## config.mk

```make
export PLATFORM = sky130hd
export DESIGN_NAME = mdi_pair_map_and_link_led
export DESIGN_NICKNAME = d
export VERILOG_FILES = /design/src/lane_map_pkg.sv /design/src/mdi_pair_map_and_link_led.sv
export SDC_FILE = /design/constraint.sdc
export NUM_CORES = 1
export LEC_CHECK = 0
export BUFFER_PORTS_ARGS = -buffer_cell sky130_fd_sc_hd__buf_2
export CAP_MARGIN = 5
export CORE_ASPECT_RATIO = 0.8
export CORE_MARGIN = 2
export CORE_UTILIZATION = 58
export CTS_CLUSTER_SIZE = 20
export DETAILED_ROUTE_END_ITERATION = 7
export PLACE_DENSITY = 0.86
export SLEW_MARGIN = 20
export SYNTH_ARGS = -nofsm -noshare
export SYNTH_HDL_FRONTEND = slang
export SYNTH_SLANG_ARGS = --single-unit
```

## constraint.sdc

```tcl
create_clock -name mclk -period 2.87 [get_ports mclk]
set_clock_uncertainty 0.1 [all_clocks]
set_input_delay 0.287 -clock mclk [delete_from_list [all_inputs] [get_ports mclk]]
set_output_delay 0.287 -clock mclk [all_outputs]
set_load 0.01 [all_outputs]
```

## src/lane_map_pkg.sv

```systemverilog
package lane_map_pkg;

    // ********************************************************
    // Speed modes
    // ********************************************************
    typedef enum logic [1:0] {
        SPEED_10   = 2'h0,
        SPEED_100  = 2'h1,
        SPEED_1000 = 2'h2
    } speed_mode_t;

    // ********************************************************
    // Standard pair codes
    // ********************************************************
    localparam logic [2:0] PAIR_A    = 3'h0;   // Pair A
    localparam logic [2:0] PAIR_B    = 3'h1;   // Pair B
    localparam logic [2:0] PAIR_C    = 3'h2;   // Pair C
    localparam logic [2:0] PAIR_D    = 3'h3;   // Pair D
    localparam logic [2:0] PAIR_TX   = 3'h4;   // 10/100 transmit pair
    localparam logic [2:0] PAIR_RX   = 3'h5;   // 10/100 receive pair
    localparam logic [2:0] PAIR_NONE = 3'h6;   // Lane unused

    // Lane assignment, one code per media lane
    typedef struct packed {
        logic [2:0] lane3;
        logic [2:0] lane2;
        logic [2:0] lane1;
        logic [2:0] lane0;
    } lane_map_t;

    // Link status as seen by the lamp logic
    typedef struct packed {
        logic        up;
        speed_mode_t speed;
        logic        activity;
    } link_state_t;

    // ********************************************************
    // Timing and reset constants
    // ********************************************************
    localparam int          CLK_HZ        = 20000000;   // Clock rate
    localparam int          BLINK_MS      = 50;         // Half period of activity blink
    localparam int          BLINK_CYC     = CLK_HZ / 1000 * BLINK_MS;
    localparam logic [20:0] BLINK_CYC_M1  = 21'(BLINK_CYC - 1);
    localparam logic [20:0] CNT_ZERO      = 21'h000000;
    localparam logic [1:0]  SYNC_ZERO     = 2'h0;
    localparam logic [2:0]  PIN_SYNC_ZERO = 3'h0;       // Pin sampler reset value
    localparam logic [1:0]  SETTLE_LAST   = 2'h3;       // Last settle count before latch
    localparam logic        LAMP_OFF      = 1'b1;       // High means lamp off

endpackage : lane_map_pkg

```

## src/mdi_pair_map_and_link_led.sv

```systemverilog
// Summary of operation
// - Gigabit: lane1 is B for MDI, A crossed
// - 10/100: lane1 receives MDI, transmits crossed
// - Gigabit: lane2 is C for MDI, D crossed
// - Gigabit: lane3 is D for MDI, C crossed
// - 10/100: lanes two and three unused
// - Single style: lamp high down, low up
// - Dual style: 100 steady high, activity toggles at 10 and 1000
`timescale 1ns/1ps
`default_nettype none

module mdi_pair_map_and_link_led
    import lane_map_pkg::*;
(
    // Clock and reset
    input  wire logic                      mclk,
    input  wire logic                      rst,
    // Crossover and link state
    input  wire logic                      crossover_sel,
    input  wire lane_map_pkg::link_state_t link_in,
    // Straps and pin
    input  wire logic                      lamp_style_strap,
    input  wire logic                      status_lamp_b_addr_strap_in,
    output logic                           status_lamp_b_addr_strap_out,
    output logic                           status_lamp_b_addr_strap_oe,
    // Results
    output lane_map_pkg::lane_map_t        lane_map,
    output logic                           phy_address_bit1
);

    // ********************************************************
    // Strap and pin synchroniser
    // ********************************************************
    logic [2:0] pin_sync_r;       // Three-stage pin sampler
    logic [2:0] pin_sync_nxt;     // Next sampler value
    logic       style_sync_r;     // Style strap, third stage
    logic [1:0] style_pipe_r;     // Style strap, stages one and two
    logic [1:0] style_pipe_nxt;   // Next style pipe
    logic       style_nxt;        // Style value, stage three
    logic       pin_level_r;      // Agreed pin level
    logic       pin_level_nxt;    // Next agreed pin level

    // Shift pins; accept a pin change once stages two and three agree, style follows stage three
    always_comb begin
        pin_sync_nxt   = {pin_sync_r[1:0], status_lamp_b_addr_strap_in};
        style_pipe_nxt = {style_pipe_r[0], lamp_style_strap};
        pin_level_nxt  = pin_level_r;
        style_nxt      = style_sync_r;
        if (pin_sync_r[1] == pin_sync_r[2]) begin
            pin_level_nxt = pin_sync_r[2];
        end
        if (style_pipe_r[1] == style_sync_r) begin
            style_nxt = style_pipe_r[1];
        end
    end

    // Register synchroniser stages
    always_ff @(posedge mclk or posedge rst) begin
        if (rst) begin
            pin_sync_r   <= PIN_SYNC_ZERO;
            style_pipe_r <= SYNC_ZERO;
            style_sync_r <= 1'b0;
            pin_level_r  <= 1'b0;
        end else begin
            pin_sync_r   <= pin_sync_nxt;
            style_pipe_r <= style_pipe_nxt;
            style_sync_r <= style_pipe_r[1];
            pin_level_r  <= pin_level_nxt;
        end
    end

    logic style_r;   // Registered style: 0 single, 1 dual
    always_ff @(posedge mclk or posedge rst) begin
        if (rst) begin
            style_r <= 1'b0;
        end else begin
            style_r <= style_nxt;
        end
    end

    // ********************************************************
    // Strap capture state machine
    // ********************************************************
    typedef enum logic [1:0] {
        ST_SAMPLE = 2'b01,   // Pin released, settling
        ST_RUN    = 2'b10    // Pin drives lamp
    } strap_state_t;

    strap_state_t state_r;          // Current state
    strap_state_t state_nxt;        // Next state
    logic [1:0]   settle_r;         // Settle counter
    logic [1:0]   settle_nxt;       // Next settle count
    logic         addr_bit_r;       // Latched address bit
    logic         addr_bit_nxt;     // Next latched bit

    // Wait for sampler to fill, then latch the level once
    always_comb begin
        state_nxt    = state_r;
        settle_nxt   = settle_r;
        addr_bit_nxt = addr_bit_r;
        case (state_r)
            ST_SAMPLE: begin
                settle_nxt = settle_r + 2'h1;
                if (settle_r == SETTLE_LAST) begin
                    // Agreed level as it forms; the registered copy is an edge late
                    addr_bit_nxt = pin_level_nxt;
                    state_nxt    = ST_RUN;
                end
            end
            ST_RUN: begin
                settle_nxt = settle_r;
            end
            default: begin
                state_nxt = ST_SAMPLE;
            end
        endcase
    end

    // Register strap state
    always_ff @(posedge mclk or posedge rst) begin
        if (rst) begin
            state_r    <= ST_SAMPLE;
            settle_r   <= SYNC_ZERO;
            addr_bit_r <= 1'b0;
        end else begin
            state_r    <= state_nxt;
            settle_r   <= settle_nxt;
            addr_bit_r <= addr_bit_nxt;
        end
    end

    // ********************************************************
    // Activity blink timer
    // ********************************************************
    logic [20:0] blink_cnt_r;     // Blink counter
    logic [20:0] blink_cnt_nxt;   // Next count
    logic        blink_r;         // Blink phase
    logic        blink_nxt;       // Next phase

    // Free-running half-period divider
    always_comb begin
        blink_cnt_nxt = blink_cnt_r + 21'h000001;
        blink_nxt     = blink_r;
        if (blink_cnt_r == BLINK_CYC_M1) begin
            blink_cnt_nxt = CNT_ZERO;
            blink_nxt     = ~blink_r;
        end
    end

    always_ff @(posedge mclk or posedge rst) begin
        if (rst) begin
            blink_cnt_r <= CNT_ZERO;
            blink_r     <= 1'b0;
        end else begin
            blink_cnt_r <= blink_cnt_nxt;
            blink_r     <= blink_nxt;
        end
    end

    // ********************************************************
    // Lamp drive
    // ********************************************************
    logic lamp_nxt;   // Next lamp level
    logic lamp_r;     // Lamp level
    logic oe_nxt;     // Next enable
    logic oe_r;       // Pin enable

    // Choose lamp level from style, link and speed
    always_comb begin
        oe_nxt   = (state_r == ST_RUN);
        lamp_nxt = LAMP_OFF;
        if (!link_in.up) begin
            lamp_nxt = LAMP_OFF;
        end else if (!style_r) begin
            lamp_nxt = 1'b0;
        end else begin
            case (link_in.speed)
                SPEED_100: lamp_nxt = 1'b1;
                SPEED_1000,
                SPEED_10:  lamp_nxt = link_in.activity ? blink_r : 1'b0;
                default:   lamp_nxt = LAMP_OFF;
            endcase
        end
    end

    always_ff @(posedge mclk or posedge rst) begin
        if (rst) begin
            lamp_r <= LAMP_OFF;
            oe_r   <= 1'b0;
        end else begin
            lamp_r <= lamp_nxt;
            oe_r   <= oe_nxt;
        end
    end

    // ********************************************************
    // Lane mapping
    // ********************************************************
    lane_map_t map_nxt;   // Next lane map
    lane_map_t map_r;     // Lane map

    // One crossover select steers every lane at gigabit, lanes 0 and 1 only at 10/100
    always_comb begin
        if (link_in.speed == SPEED_1000) begin
            map_nxt.lane0 = crossover_sel ? PAIR_B : PAIR_A;
            map_nxt.lane1 = crossover_sel ? PAIR_A : PAIR_B;
            map_nxt.lane2 = crossover_sel ? PAIR_D : PAIR_C;
            map_nxt.lane3 = crossover_sel ? PAIR_C : PAIR_D;
        end else begin
            map_nxt.lane0 = crossover_sel ? PAIR_RX : PAIR_TX;
            map_nxt.lane1 = crossover_sel ? PAIR_TX : PAIR_RX;
            map_nxt.lane2 = PAIR_NONE;
            map_nxt.lane3 = PAIR_NONE;
        end
    end

    always_ff @(posedge mclk or posedge rst) begin
        if (rst) begin
            map_r <= {PAIR_NONE, PAIR_NONE, PAIR_NONE, PAIR_NONE};
        end else begin
            map_r <= map_nxt;
        end
    end

    // ********************************************************
    // Outputs
    // ********************************************************
    assign lane_map                     = map_r;
    assign phy_address_bit1             = addr_bit_r;
    assign status_lamp_b_addr_strap_out = lamp_r;
    assign status_lamp_b_addr_strap_oe  = oe_r;

endmodule : mdi_pair_map_and_link_led

`default_nettype wire

```

==> reports/results.ini, run 1 <==
[setup_path]
cp_max_fo=11
critPathSlowestCell=nor2_1
path_cells=ha_1 -> and4_1 -> nand2_1 -> nor2_1 -> nor2_1
cpMostUsedCell=nor2_1
reg2reg_slack_ns=0.83
path_class=register to register
end_kind=register
slowest_delay_ns=0.63
arrival_ns=2.06
cp-start-kind=register
worstPathRequired_ns=2.90

[clock_tree]
cts_hold_buf=2
clockRootBuffer=clkbuf_8
clk_pin_slew_worst_paths_ns=0.07
clk_latency_ns=0.29
post_cts_resized=0
clock_path_buffers=2
htree_levels=2
cts_tree=built
postCtsSetupRepairBufs=0
cts.sinks=43
cts_buffers=5

[synthesis]
ys_ff_latch=43
syn_area_per_cell_sq_um=11.7
syn-cell-area_sq_mm=0.00175
yosysSeqAreaShare_pct=61.8
yosys_warnings=0
syn_inst=150
ys_types=31

[detailed_routing]
vias_per_cell=5.49
drc=0
ant_nets=0
drt_iter0_drc=68
drt-total-wl_microns=3140
vias=1158
first_pass_iters=4
post_drt_wl_per_cell_microns=14.9

[status]
status=complete, no violations

[die]
num_rows=17
coreArea_sq_mm=0.00281
die_h_microns=53.1
fp.dieW_microns=65.4
io_pins=24
initial_core_util_pct=62.3
dieArea_sq_mm=0.00348

[placement]
hpwl_microns=2250
gp_congestion=0.889
io_buffers=21

[grt]
gr-total-overflow=0
met1_usage_pct=25.2
grt_util_met2_pct=38.1
grt_antenna_before_repair=0
grt_max_degree=28
gr-usage-met3_pct=5.32
grt_usage_pct=21.6
grt-busiest-layer=met2
grt_pass1_wl_microns=5220
first_global_vias=1136

[sta]
setup-tns-final_ns=0
fin_hold_ws_ns=0.0155
relSlewSlack_pct=47.3
max_freq_ghz=0.491
fin_crit_sh_pct=70.9
hold_viol=0
finalSetupViolCount=0
tightest_slew_ns=0.787
fin_crit_ns=2.04
rsz0062_at_grt=no
finalMaxSlewViolations=0

[layout]
nNetsFinal=183
multi_input_area_sq_um=584
fillers=203
syn_to_final_growth_pct=11.5
seq_area_sq_mm=0.00108
drive_gt1_share_pct=20.2
insertedDiodeCount=0

[pwr]
ir_drop_mv=0.360
cellLeakagePower_nw=0.895
powerDensity_mw_per_mm2=520

[flow_run]
max_cap_viol_count=0

[worst_hold_path]
hp-class=input port to register

-- cell usage in the layout (no fill, tap or decap), types with 4 or more instances in the layout --
| master | Yosys | layout |
|---|---|---|
| nand4_1 | 4 | 4 |
| buf_2 | 2 | 21 |
| xor2_1 | 8 | 8 |
| dfstp_2 | 4 | 4 |
| clkbuf_8 | 0 | 5 |
| nor2_1 | 14 | 14 |
| nor4_1 | 4 | 4 |
| dfrtp_1 | 39 | 39 |
| inv_1 | 7 | 7 |
| xnor2_1 | 9 | 9 |
| nand3_1 | 6 | 6 |
| a21oi_1 | 4 | 4 |
| nand2_1 | 11 | 11 |
-- metal layers --
metal / vias to the layer above / routed length (microns)
met5: - / 0
met4: 0 / 53
met3: 9 / 240
met2: 49 / 1630
met1: 561 / 1210
li1: 539 / -
-- flip-flops by register name (all words and copies together), names as in the netlist --
register / count
status_lamp_b_addr_strap_oe: 1
blink_r: 1
style_r: 1
style_pipe_r: 2
phy_address_bit1: 1
pin_level_r: 1
status_lamp_b_addr_strap_out: 1
style_sync_r: 1
state_r: 2
blink_cnt_r: 21
lane_map: 6
pin_sync_r: 3
settle_r: 2
-- synthesized netlist by cell type --
library cell / n / share of area [%]
a21oi_1: 4 / 1.1
and4_1: 2 / 1.0
and4_2: 1 / 0.57
buf_2: 2 / 0.57
buf_4: 6 / 2.6
clkbuf_1: 2 / 0.43
conb_1: 2 / 0.43
dfrtp_1: 39 / 56
dfstp_2: 4 / 6.0
ha_1: 2 / 1.4
inv_1: 7 / 1.5
maj3_1: 1 / 0.57
mux2_2: 2 / 1.3
nand2_1: 11 / 2.4
nand2b_1: 2 / 0.71
nand3_1: 6 / 1.7
nand4_1: 4 / 1.4
nand4_2: 1 / 0.71
nor2_1: 14 / 3.0
nor2b_1: 3 / 1.1
nor3b_1: 1 / 0.43
nor4_1: 4 / 1.4
nor4b_1: 1 / 0.50
o21ai_0: 2 / 0.57
o31ai_1: 2 / 0.86
o41ai_1: 1 / 0.50
or3_1: 3 / 1.1
or4_1: 3 / 1.3
or4b_1: 1 / 0.57
xnor2_1: 9 / 4.5
xor2_1: 8 / 4.0
-- path summary, 6_finish.rpt --
| path | from | to | depth (start not counted) |
|---|---|---|---|
| worst max-delay path | blink_cnt_r[0] | blink_cnt_r[9] | 5 |
| min in group asynchronous | rst | blink_cnt_r[11] | 3 |
| worst max register to register | blink_cnt_r[0] | blink_cnt_r[9] | 5 |
| max in group asynchronous | rst | status_lamp_b_addr_strap_out | 4 |
| worst min register to register | style_sync_r | style_r | 0 |
| worst min-delay path | status_lamp_b_addr_strap_in | pin_sync_r[0] | 1 |
-- report_power, final --
part	switching [mW]	leakage, nW	internal (mW)
clock network	0.178	0.0395	0.173
registers	0.00378	0.536	0.620
logic	0.0253	0.320	0.0155
total	0.207	0.895	0.808
-- layout make-up --
type | instances | share of cell area (%)
sequential | 43 | 55.4
multi-input combinational | 91 | 29.9
timing repair buffer | 24 | 6.79
clock buffer | 8 | 4.10
inverter | 7 | 1.35
tap | 38 | 2.44
-- cell families (layout without fill, tap and decap cells) --
kind of cell / after synthesis / in the layout / share of synthesized area (%)
other: 2 / 3 / 0.429
xor gates and xnor gates: 17 / 17 / 8.51
AOI/OAI and AO/OA: 9 / 9 / 3.07
and+or+nand+nor: 57 / 57 / 17.9
muxes: 2 / 2 / 1.29
adders and majority gates: 3 / 3 / 2.00
DFF: 43 / 43 / 61.8
buffers and inverters: 17 / 39 / 5.08
-- through the flow --
| step | area (sq um) | cells | power [mW] | util, % | worst slack [ns] |
|---|---|---|---|---|---|
| after floorplan | 1750 | 151 | 0.662 | - | 1.03 |
| after global placement | 1850 | 201 | 0.673 | 66.0 | 0.990 |
| after detailed placement | 1850 | 201 | 0.676 | 66.0 | 0.898 |
| after CTS | 1950 | 211 | 1.02 | 69.5 | 0.853 |
| after global routing | 1950 | 211 | 1.06 | 69.5 | 0.741 |
| final | 1950 | 211 | 1.01 | 69.5 | 0.835 |
-- critical path: cells and delay by family (launching register included) --
| kind | cells | cell delay [ns] |
|---|---|---|
| and+or+nand+nor | 4 | 1.11 |
| DFF | 1 | 0.41 |
| adders and majority gates | 1 | 0.26 |
Note: power is estimated with default switching activity, not from simulation.
==> run 2: changes to the inputs <==
- CORE_UTILIZATION: 58 -> 55
- PLACE_DENSITY: 0.86 -> 0.83
- clock period: 2.87 -> 2.13 ns (I/O delays scaled with it)
==> run 2 against run 1 <==
Compared with the run above: final cell count up 3.8%; fmax rose by 0.26%; sequential power increased by 35%; via count is the same; total power up 36%; global-route usage is 2.1 points lower; worst setup slack worse by 0.73 ns; first-iteration DRC count is 10% lower; wire length down 7.5%.
==> reports/results.ini, run 2 (synthesis results as in run 1) <==
[grt]
grt_util_met2_pct=31.8  ; -6.2 points
grt_max_degree=44  ; +57%
grt_antenna_before_repair=0  ; unchanged
grt_usage_pct=19.5  ; -2.1 points
grt-busiest-layer=met2
gr-total-overflow=0  ; unchanged
grt_pass1_wl_microns=4880  ; -6.6%
met1_usage_pct=22.4  ; -2.7 points
first_global_vias=1123  ; -1.1%
gr-usage-met3_pct=5.14  ; -0.18 points

[sta]
max_freq_ghz=0.493  ; +0.26%
tightest_slew_ns=0.504  ; -0.283 ns
fin_crit_ns=2.03  ; -0.00528 ns
fin_crit_sh_pct=95.3  ; +24 points
fin_hold_ws_ns=0.108  ; +0.0929 ns
rsz0062_at_grt=no
relSlewSlack_pct=66.4  ; +19 points
setup-tns-final_ns=0  ; unchanged
finalSetupViolCount=0  ; unchanged
finalMaxSlewViolations=0  ; unchanged
hold_viol=0  ; unchanged

[layout]
syn_to_final_growth_pct=14.9
layout_common_cells=dfrtp_1 (39), buf_2 (21), nor2_1 (14), nand2_1 (11), xnor2_1 (9)
final_common_cell=dfrtp_1
nNetsFinal=189  ; +3.3%
utilization_pct=65.6  ; -3.9 points
largest_register_ffs=21  ; unchanged
insertedDiodeCount=0  ; unchanged
largest_register=blink_cnt_r
drive_gt1_share_pct=21.2  ; +1.0 points
stdcell_count=219  ; +3.8%

[setup_path]
end_kind=register
reg2reg_slack_ns=0.10  ; -0.73 ns
critPathSlowestCell=or4b_1
path_cells=nand4_2 -> or3_1 -> or4b_1 -> a21oi_1
arrival_ns=2.14  ; +0.08 ns
r2r_end=blink_cnt_r[18]
critPathBufInv=0  ; unchanged
reg2reg_from=blink_cnt_r[8]
path_delay_family=simple AND/OR/NAND/NOR gates
path_class=register to register
r2r_cells=4  ; -1
cp_max_fo=7  ; -4
cp-start-kind=register
slowest_delay_ns=0.55  ; -0.08 ns
worstPathRequired_ns=2.24  ; -0.66 ns

[pwr]
switching_share_pct=21.0  ; +0.62 points
total_power_mw=1.38  ; +36%
cellLeakagePower_nw=0.926  ; +3.4%
p_switching_mw=0.290  ; +40%
p_int_mw=1.09  ; +35%
seqPwrFrac_pct=60.9  ; -0.6 points
ir_drop_mv=0.563  ; +57%
p_comb_share_pct=4.3  ; +0.3 points
powerDensity_mw_per_mm2=687  ; +32%
clkPwrFrac_pct=34.7  ; +0.2 points

[die]
die_h_microns=54.5  ; +2.5%
dieArea_sq_mm=0.00365  ; +5.1%
num_rows=18  ; +1
fp.dieW_microns=67.1  ; +2.5%
io_pins=24  ; unchanged
coreArea_sq_mm=0.00306  ; +9.1%
initial_core_util_pct=57.1  ; -5.2 points

[clock_tree]
postCtsSetupRepairBufs=0  ; unchanged
cts.sinks=43  ; unchanged
htree_levels=2  ; unchanged
clockRootBuffer=clkbuf_8
clk_pin_slew_worst_paths_ns=0.07  ; about the same
cts_buffers=5  ; unchanged
cts_tree=built
clk_latency_ns=0.29  ; about the same
clock_path_buffers=2  ; unchanged

[worst_hold_path]
whs_path_depth=3  ; +2
hp-class=input port to register
min_to=status_lamp_b_addr_strap_out
min_from=link_in[1]

[detailed_routing]
vias=1158  ; unchanged
drt-total-wl_microns=2900  ; -7.5%
first_pass_iters=5  ; +1
ant_nets=0  ; unchanged
vias_per_cell=5.29  ; -3.7%
drc=0  ; unchanged
drt_iter0_drc=61  ; -10%
post_drt_wl_per_cell_microns=13.3  ; -11%

[status]
status=complete, no violations

[placement]
hpwl_microns=2040  ; -9.2%
io_buffers=21  ; unchanged
dp.cells=205  ; +2.0%
gp_congestion=0.825  ; -7.2%

[flow_run]
max_cap_viol_count=0  ; unchanged

run 2: cell count changes in the layout (fill, tap and decap cells not counted), sizes merged:
cell and delta:
buf +2, clkbuf -1, clkinv +1, dlygate4sd3 +4
run 2: area by class of cell:
class,count,area (sq um)
sequential,43,1080
timing repair buffer,30,188
fill,237,1050
tap,40,50.0
inverter,7,26.3
clock inverter,1,5.00
clock buffer,7,76.3
multi-input combinational,91,584
run 2: power by group through the flow:
stage | sequential [mW] | clock, mW | combinational (mW)
finish | 0.841 | 0.479 | 0.0599
global route | 0.842 | 0.532 | 0.0686
CTS | 0.841 | 0.503 | 0.0617
detailed placement | 0.857 | 0 | 0.0534
global placement | 0.855 | 0 | 0.0518
floorplan | 0.861 | 0 | 0.0311
run 2: per-stage QoR:
stage                     setup slack, ns  area (sq um)
after floorplan                     0.288          1750
after global placement              0.260          1870
after detailed placement            0.152          1870
after CTS                           0.138          2010
after global routing              0.00414          2010
final                               0.100          2010
run 2: how the worst max path moves through the flow:
stage                               from               to  slack (ns)  depth (start not counted)
after floorplan           blink_cnt_r[8]  blink_cnt_r[18]        0.29                          5
after global placement    blink_cnt_r[7]  blink_cnt_r[18]        0.26                          4
after detailed placement  blink_cnt_r[7]  blink_cnt_r[18]        0.15                          4
after CTS                 blink_cnt_r[8]  blink_cnt_r[18]        0.14                          4
after global routing      blink_cnt_r[1]  blink_cnt_r[20]       0.004                          5
final                     blink_cnt_r[8]  blink_cnt_r[18]        0.10                          4
run 2: per-layer routing:
layer | share of wire (%) | up-vias | routed length [microns]
met5 | 0 | - | 0
met1 | 45 | 548 | 1300
met3 | 6.4 | 7 | 187
met4 | 3.0 | 0 | 86
li1 | - | 552 | -
met2 | 46 | 51 | 1330
run 2: tightest hold or removal path, cell delays in order:
cell and delay (ns):
buf_2 0.08, a21oi_1 0.03, o21ai_0 0.13
run 2: what timing repair did:
item	in CTS	in global routing
gates resized for setup	0	0
hold buffers	6	0
endpoints found under the setup margin	0	0
hold endpoints to repair	45	0
==> run 3: changes to the inputs <==
==> constraint.sdc (replaced) <==
create_clock -name mclk -period 2.13 [get_ports mclk]
set_clock_uncertainty 0.1 [all_clocks]
set_input_delay 0 -clock mclk [delete_from_list [all_inputs] [get_ports mclk]]
set_output_delay 0 -clock mclk [all_outputs]
set_load 0.01 [all_outputs]
==> run 3 against run 2 <==
Compared with the run above: flip-flop and latch count did not move; worst hold slack gained 0.14 ns; design area up 1.0%; first-iteration DRC count down 23%; worst setup slack better by 0.0034 ns; combinational power grew 5.2%; largest cell class unchanged; die area is the same; utilization grew 0.65 points.
==> reports/results.ini, run 3 (synthesis results as in run 1) <==
[status]
status=complete, no violations

[grt]
first_global_vias=1127  ; +0.36%
grt_antenna_before_repair=0  ; unchanged
grt_max_degree=44  ; unchanged
grt_pass1_wl_microns=4890  ; +0.29%
grt_usage_pct=19.5  ; +0.046 points
gr-total-overflow=0  ; unchanged

[worst_hold_path]
hp-class=register to register

[clock_tree]
cts_tree=built
cts_buffers=5  ; unchanged
clk_pin_slew_worst_paths_ns=0.07  ; about the same
clk_latency_ns=0.29  ; about the same
clockRootBuffer=clkbuf_8
post_cts_resized=0  ; unchanged
clock_path_buffers=2  ; unchanged
htree_levels=2  ; unchanged
cts.sinks=43  ; unchanged

[die]
die_h_microns=54.5  ; unchanged
io_pins=24  ; unchanged
initial_core_util_pct=57.1  ; unchanged
dieArea_sq_mm=0.00365  ; unchanged
coreArea_sq_mm=0.00306  ; unchanged
num_rows=18  ; unchanged
fp.dieW_microns=67.1  ; unchanged

[setup_path]
cp-start-kind=register
path_class=register to register
cp_max_fo=7  ; unchanged
end_kind=register
arrival_ns=2.14  ; about the same
worstPathRequired_ns=2.24  ; about the same
path_cells=nand4_2 -> or3_1 -> or4b_1 -> a21oi_1
slowest_delay_ns=0.55  ; about the same
critPathSlowestCell=or4b_1

[sta]
finalSetupViolCount=0  ; unchanged
max_freq_ghz=0.493  ; +0.17%
hold_viol=0  ; unchanged
fin_crit_ns=2.03  ; -0.00337 ns
fin_hold_ws_ns=0.252  ; +0.143 ns
rsz0062_at_grt=no
finalMaxSlewViolations=0  ; unchanged
setup-tns-final_ns=0  ; unchanged
fin_crit_sh_pct=95.1  ; -0.16 points

[placement]
gp_congestion=0.825  ; unchanged
hpwl_microns=2040  ; unchanged
place_area_sq_mm=0.00187  ; unchanged
io_buffers=21  ; unchanged

[detailed_routing]
vias=1161  ; +0.26%
drt-total-wl_microns=2920  ; +0.59%
drc=0  ; unchanged
vias_per_cell=5.25  ; -0.65%
first_pass_iters=4  ; -1
drt_iter0_drc=47  ; -23%
post_drt_wl_per_cell_microns=13.2  ; -0.32%
ant_nets=0  ; unchanged

[layout]
final_area_sq_mm=0.00203  ; +1.0%
insertedDiodeCount=0  ; unchanged
fillers=237  ; unchanged
largest_register=blink_cnt_r
nNetsFinal=191  ; +1.1%
final_common_cell=dfrtp_1
layout_common_cells=dfrtp_1 (39), buf_2 (21), nor2_1 (14), nand2_1 (11), xnor2_1 (9)
multi_input_area_sq_um=584  ; unchanged
seq_area_sq_mm=0.00108  ; unchanged
syn_to_final_growth_pct=16.0
drive_gt1_share_pct=21.0  ; -0.23 points
largest_register_ffs=21  ; unchanged

[pwr]
total_power_mw=1.38  ; +0.16%
cellLeakagePower_nw=0.932  ; +0.68%
powerDensity_mw_per_mm2=681  ; -0.83%
ir_drop_mv=0.563  ; -0.14%

[flow_run]
max_cap_viol_count=0  ; unchanged

[run 3: path summary, 6_finish.rpt]
check / startpoint / end / slack, ns / depth (start not counted)
min: style_pipe_r[1] / style_sync_r / 0.25 / 0
min in group asynchronous: rst / lane_map[3] / 0.27 / 4
min reg2reg: style_pipe_r[1] / style_sync_r / 0.25 / 0
max: blink_cnt_r[8] / blink_cnt_r[18] / 0.10 / 4
max in group asynchronous: rst / state_r[0] / 1.30 / 4
max reg2reg: blink_cnt_r[8] / blink_cnt_r[18] / 0.10 / 4
[run 3: layout make-up]
type | count | area share [%]
clock buffer | 7 | 3.76
clock inverter | 1 | 0.246
inverter | 7 | 1.29
multi-input combinational | 91 | 28.8
sequential | 43 | 53.2
tap | 40 | 2.46
timing repair buffer | 32 | 10.2
[run 3: critical path: cells and delay by family, from the launching register on]
kind | cells | cell delay (ns)
compound gates | 1 | 0.18
flops | 1 | 0.44
simple gates | 3 | 1.23
[run 3: report_power, final]
group / switching, mW / leakage (nW) / total [mW] / internal [mW]
Clock: 0.249 / 0.0422 / 0.479 / 0.230
Combinational: 0.0345 / 0.354 / 0.0630 / 0.0284
Sequential: 0.00569 / 0.536 / 0.841 / 0.835
Total: 0.289 / 0.932 / 1.38 / 1.09
[run 3: through the flow]
| stage | utilization (%) | worst slack, ns | instances |
|---|---|---|---|
| 6_report | 66.3 | 0.103 | 221 |
| 5_1_grt | 66.3 | 0.00414 | 221 |
| 4_1_cts | 66.3 | 0.138 | 221 |
| 3_5_place_dp | 61.0 | 0.152 | 205 |
| 3_3_place_gp | 61.0 | 0.260 | 205 |
| 2_1_floorplan | - | 0.288 | 151 |
[run 3: layer usage]
layer  wire length [microns]  GRT usage (%)  part of all wire (%)  up-vias
li1                        -              -                     -      556
met1                    1300           22.6                    44      558
met2                    1360           31.8                    47       40
met3                     178           5.14                   6.1        7
met4                      86           14.6                   2.9        0
met5                       0              0                     0        -
[run 3: timing repair]
item	in CTS	in global routing
hold buffers	8	0
endpoints found under the setup margin	0	0
buffers inserted	0	0
hold endpoints to repair	47	0
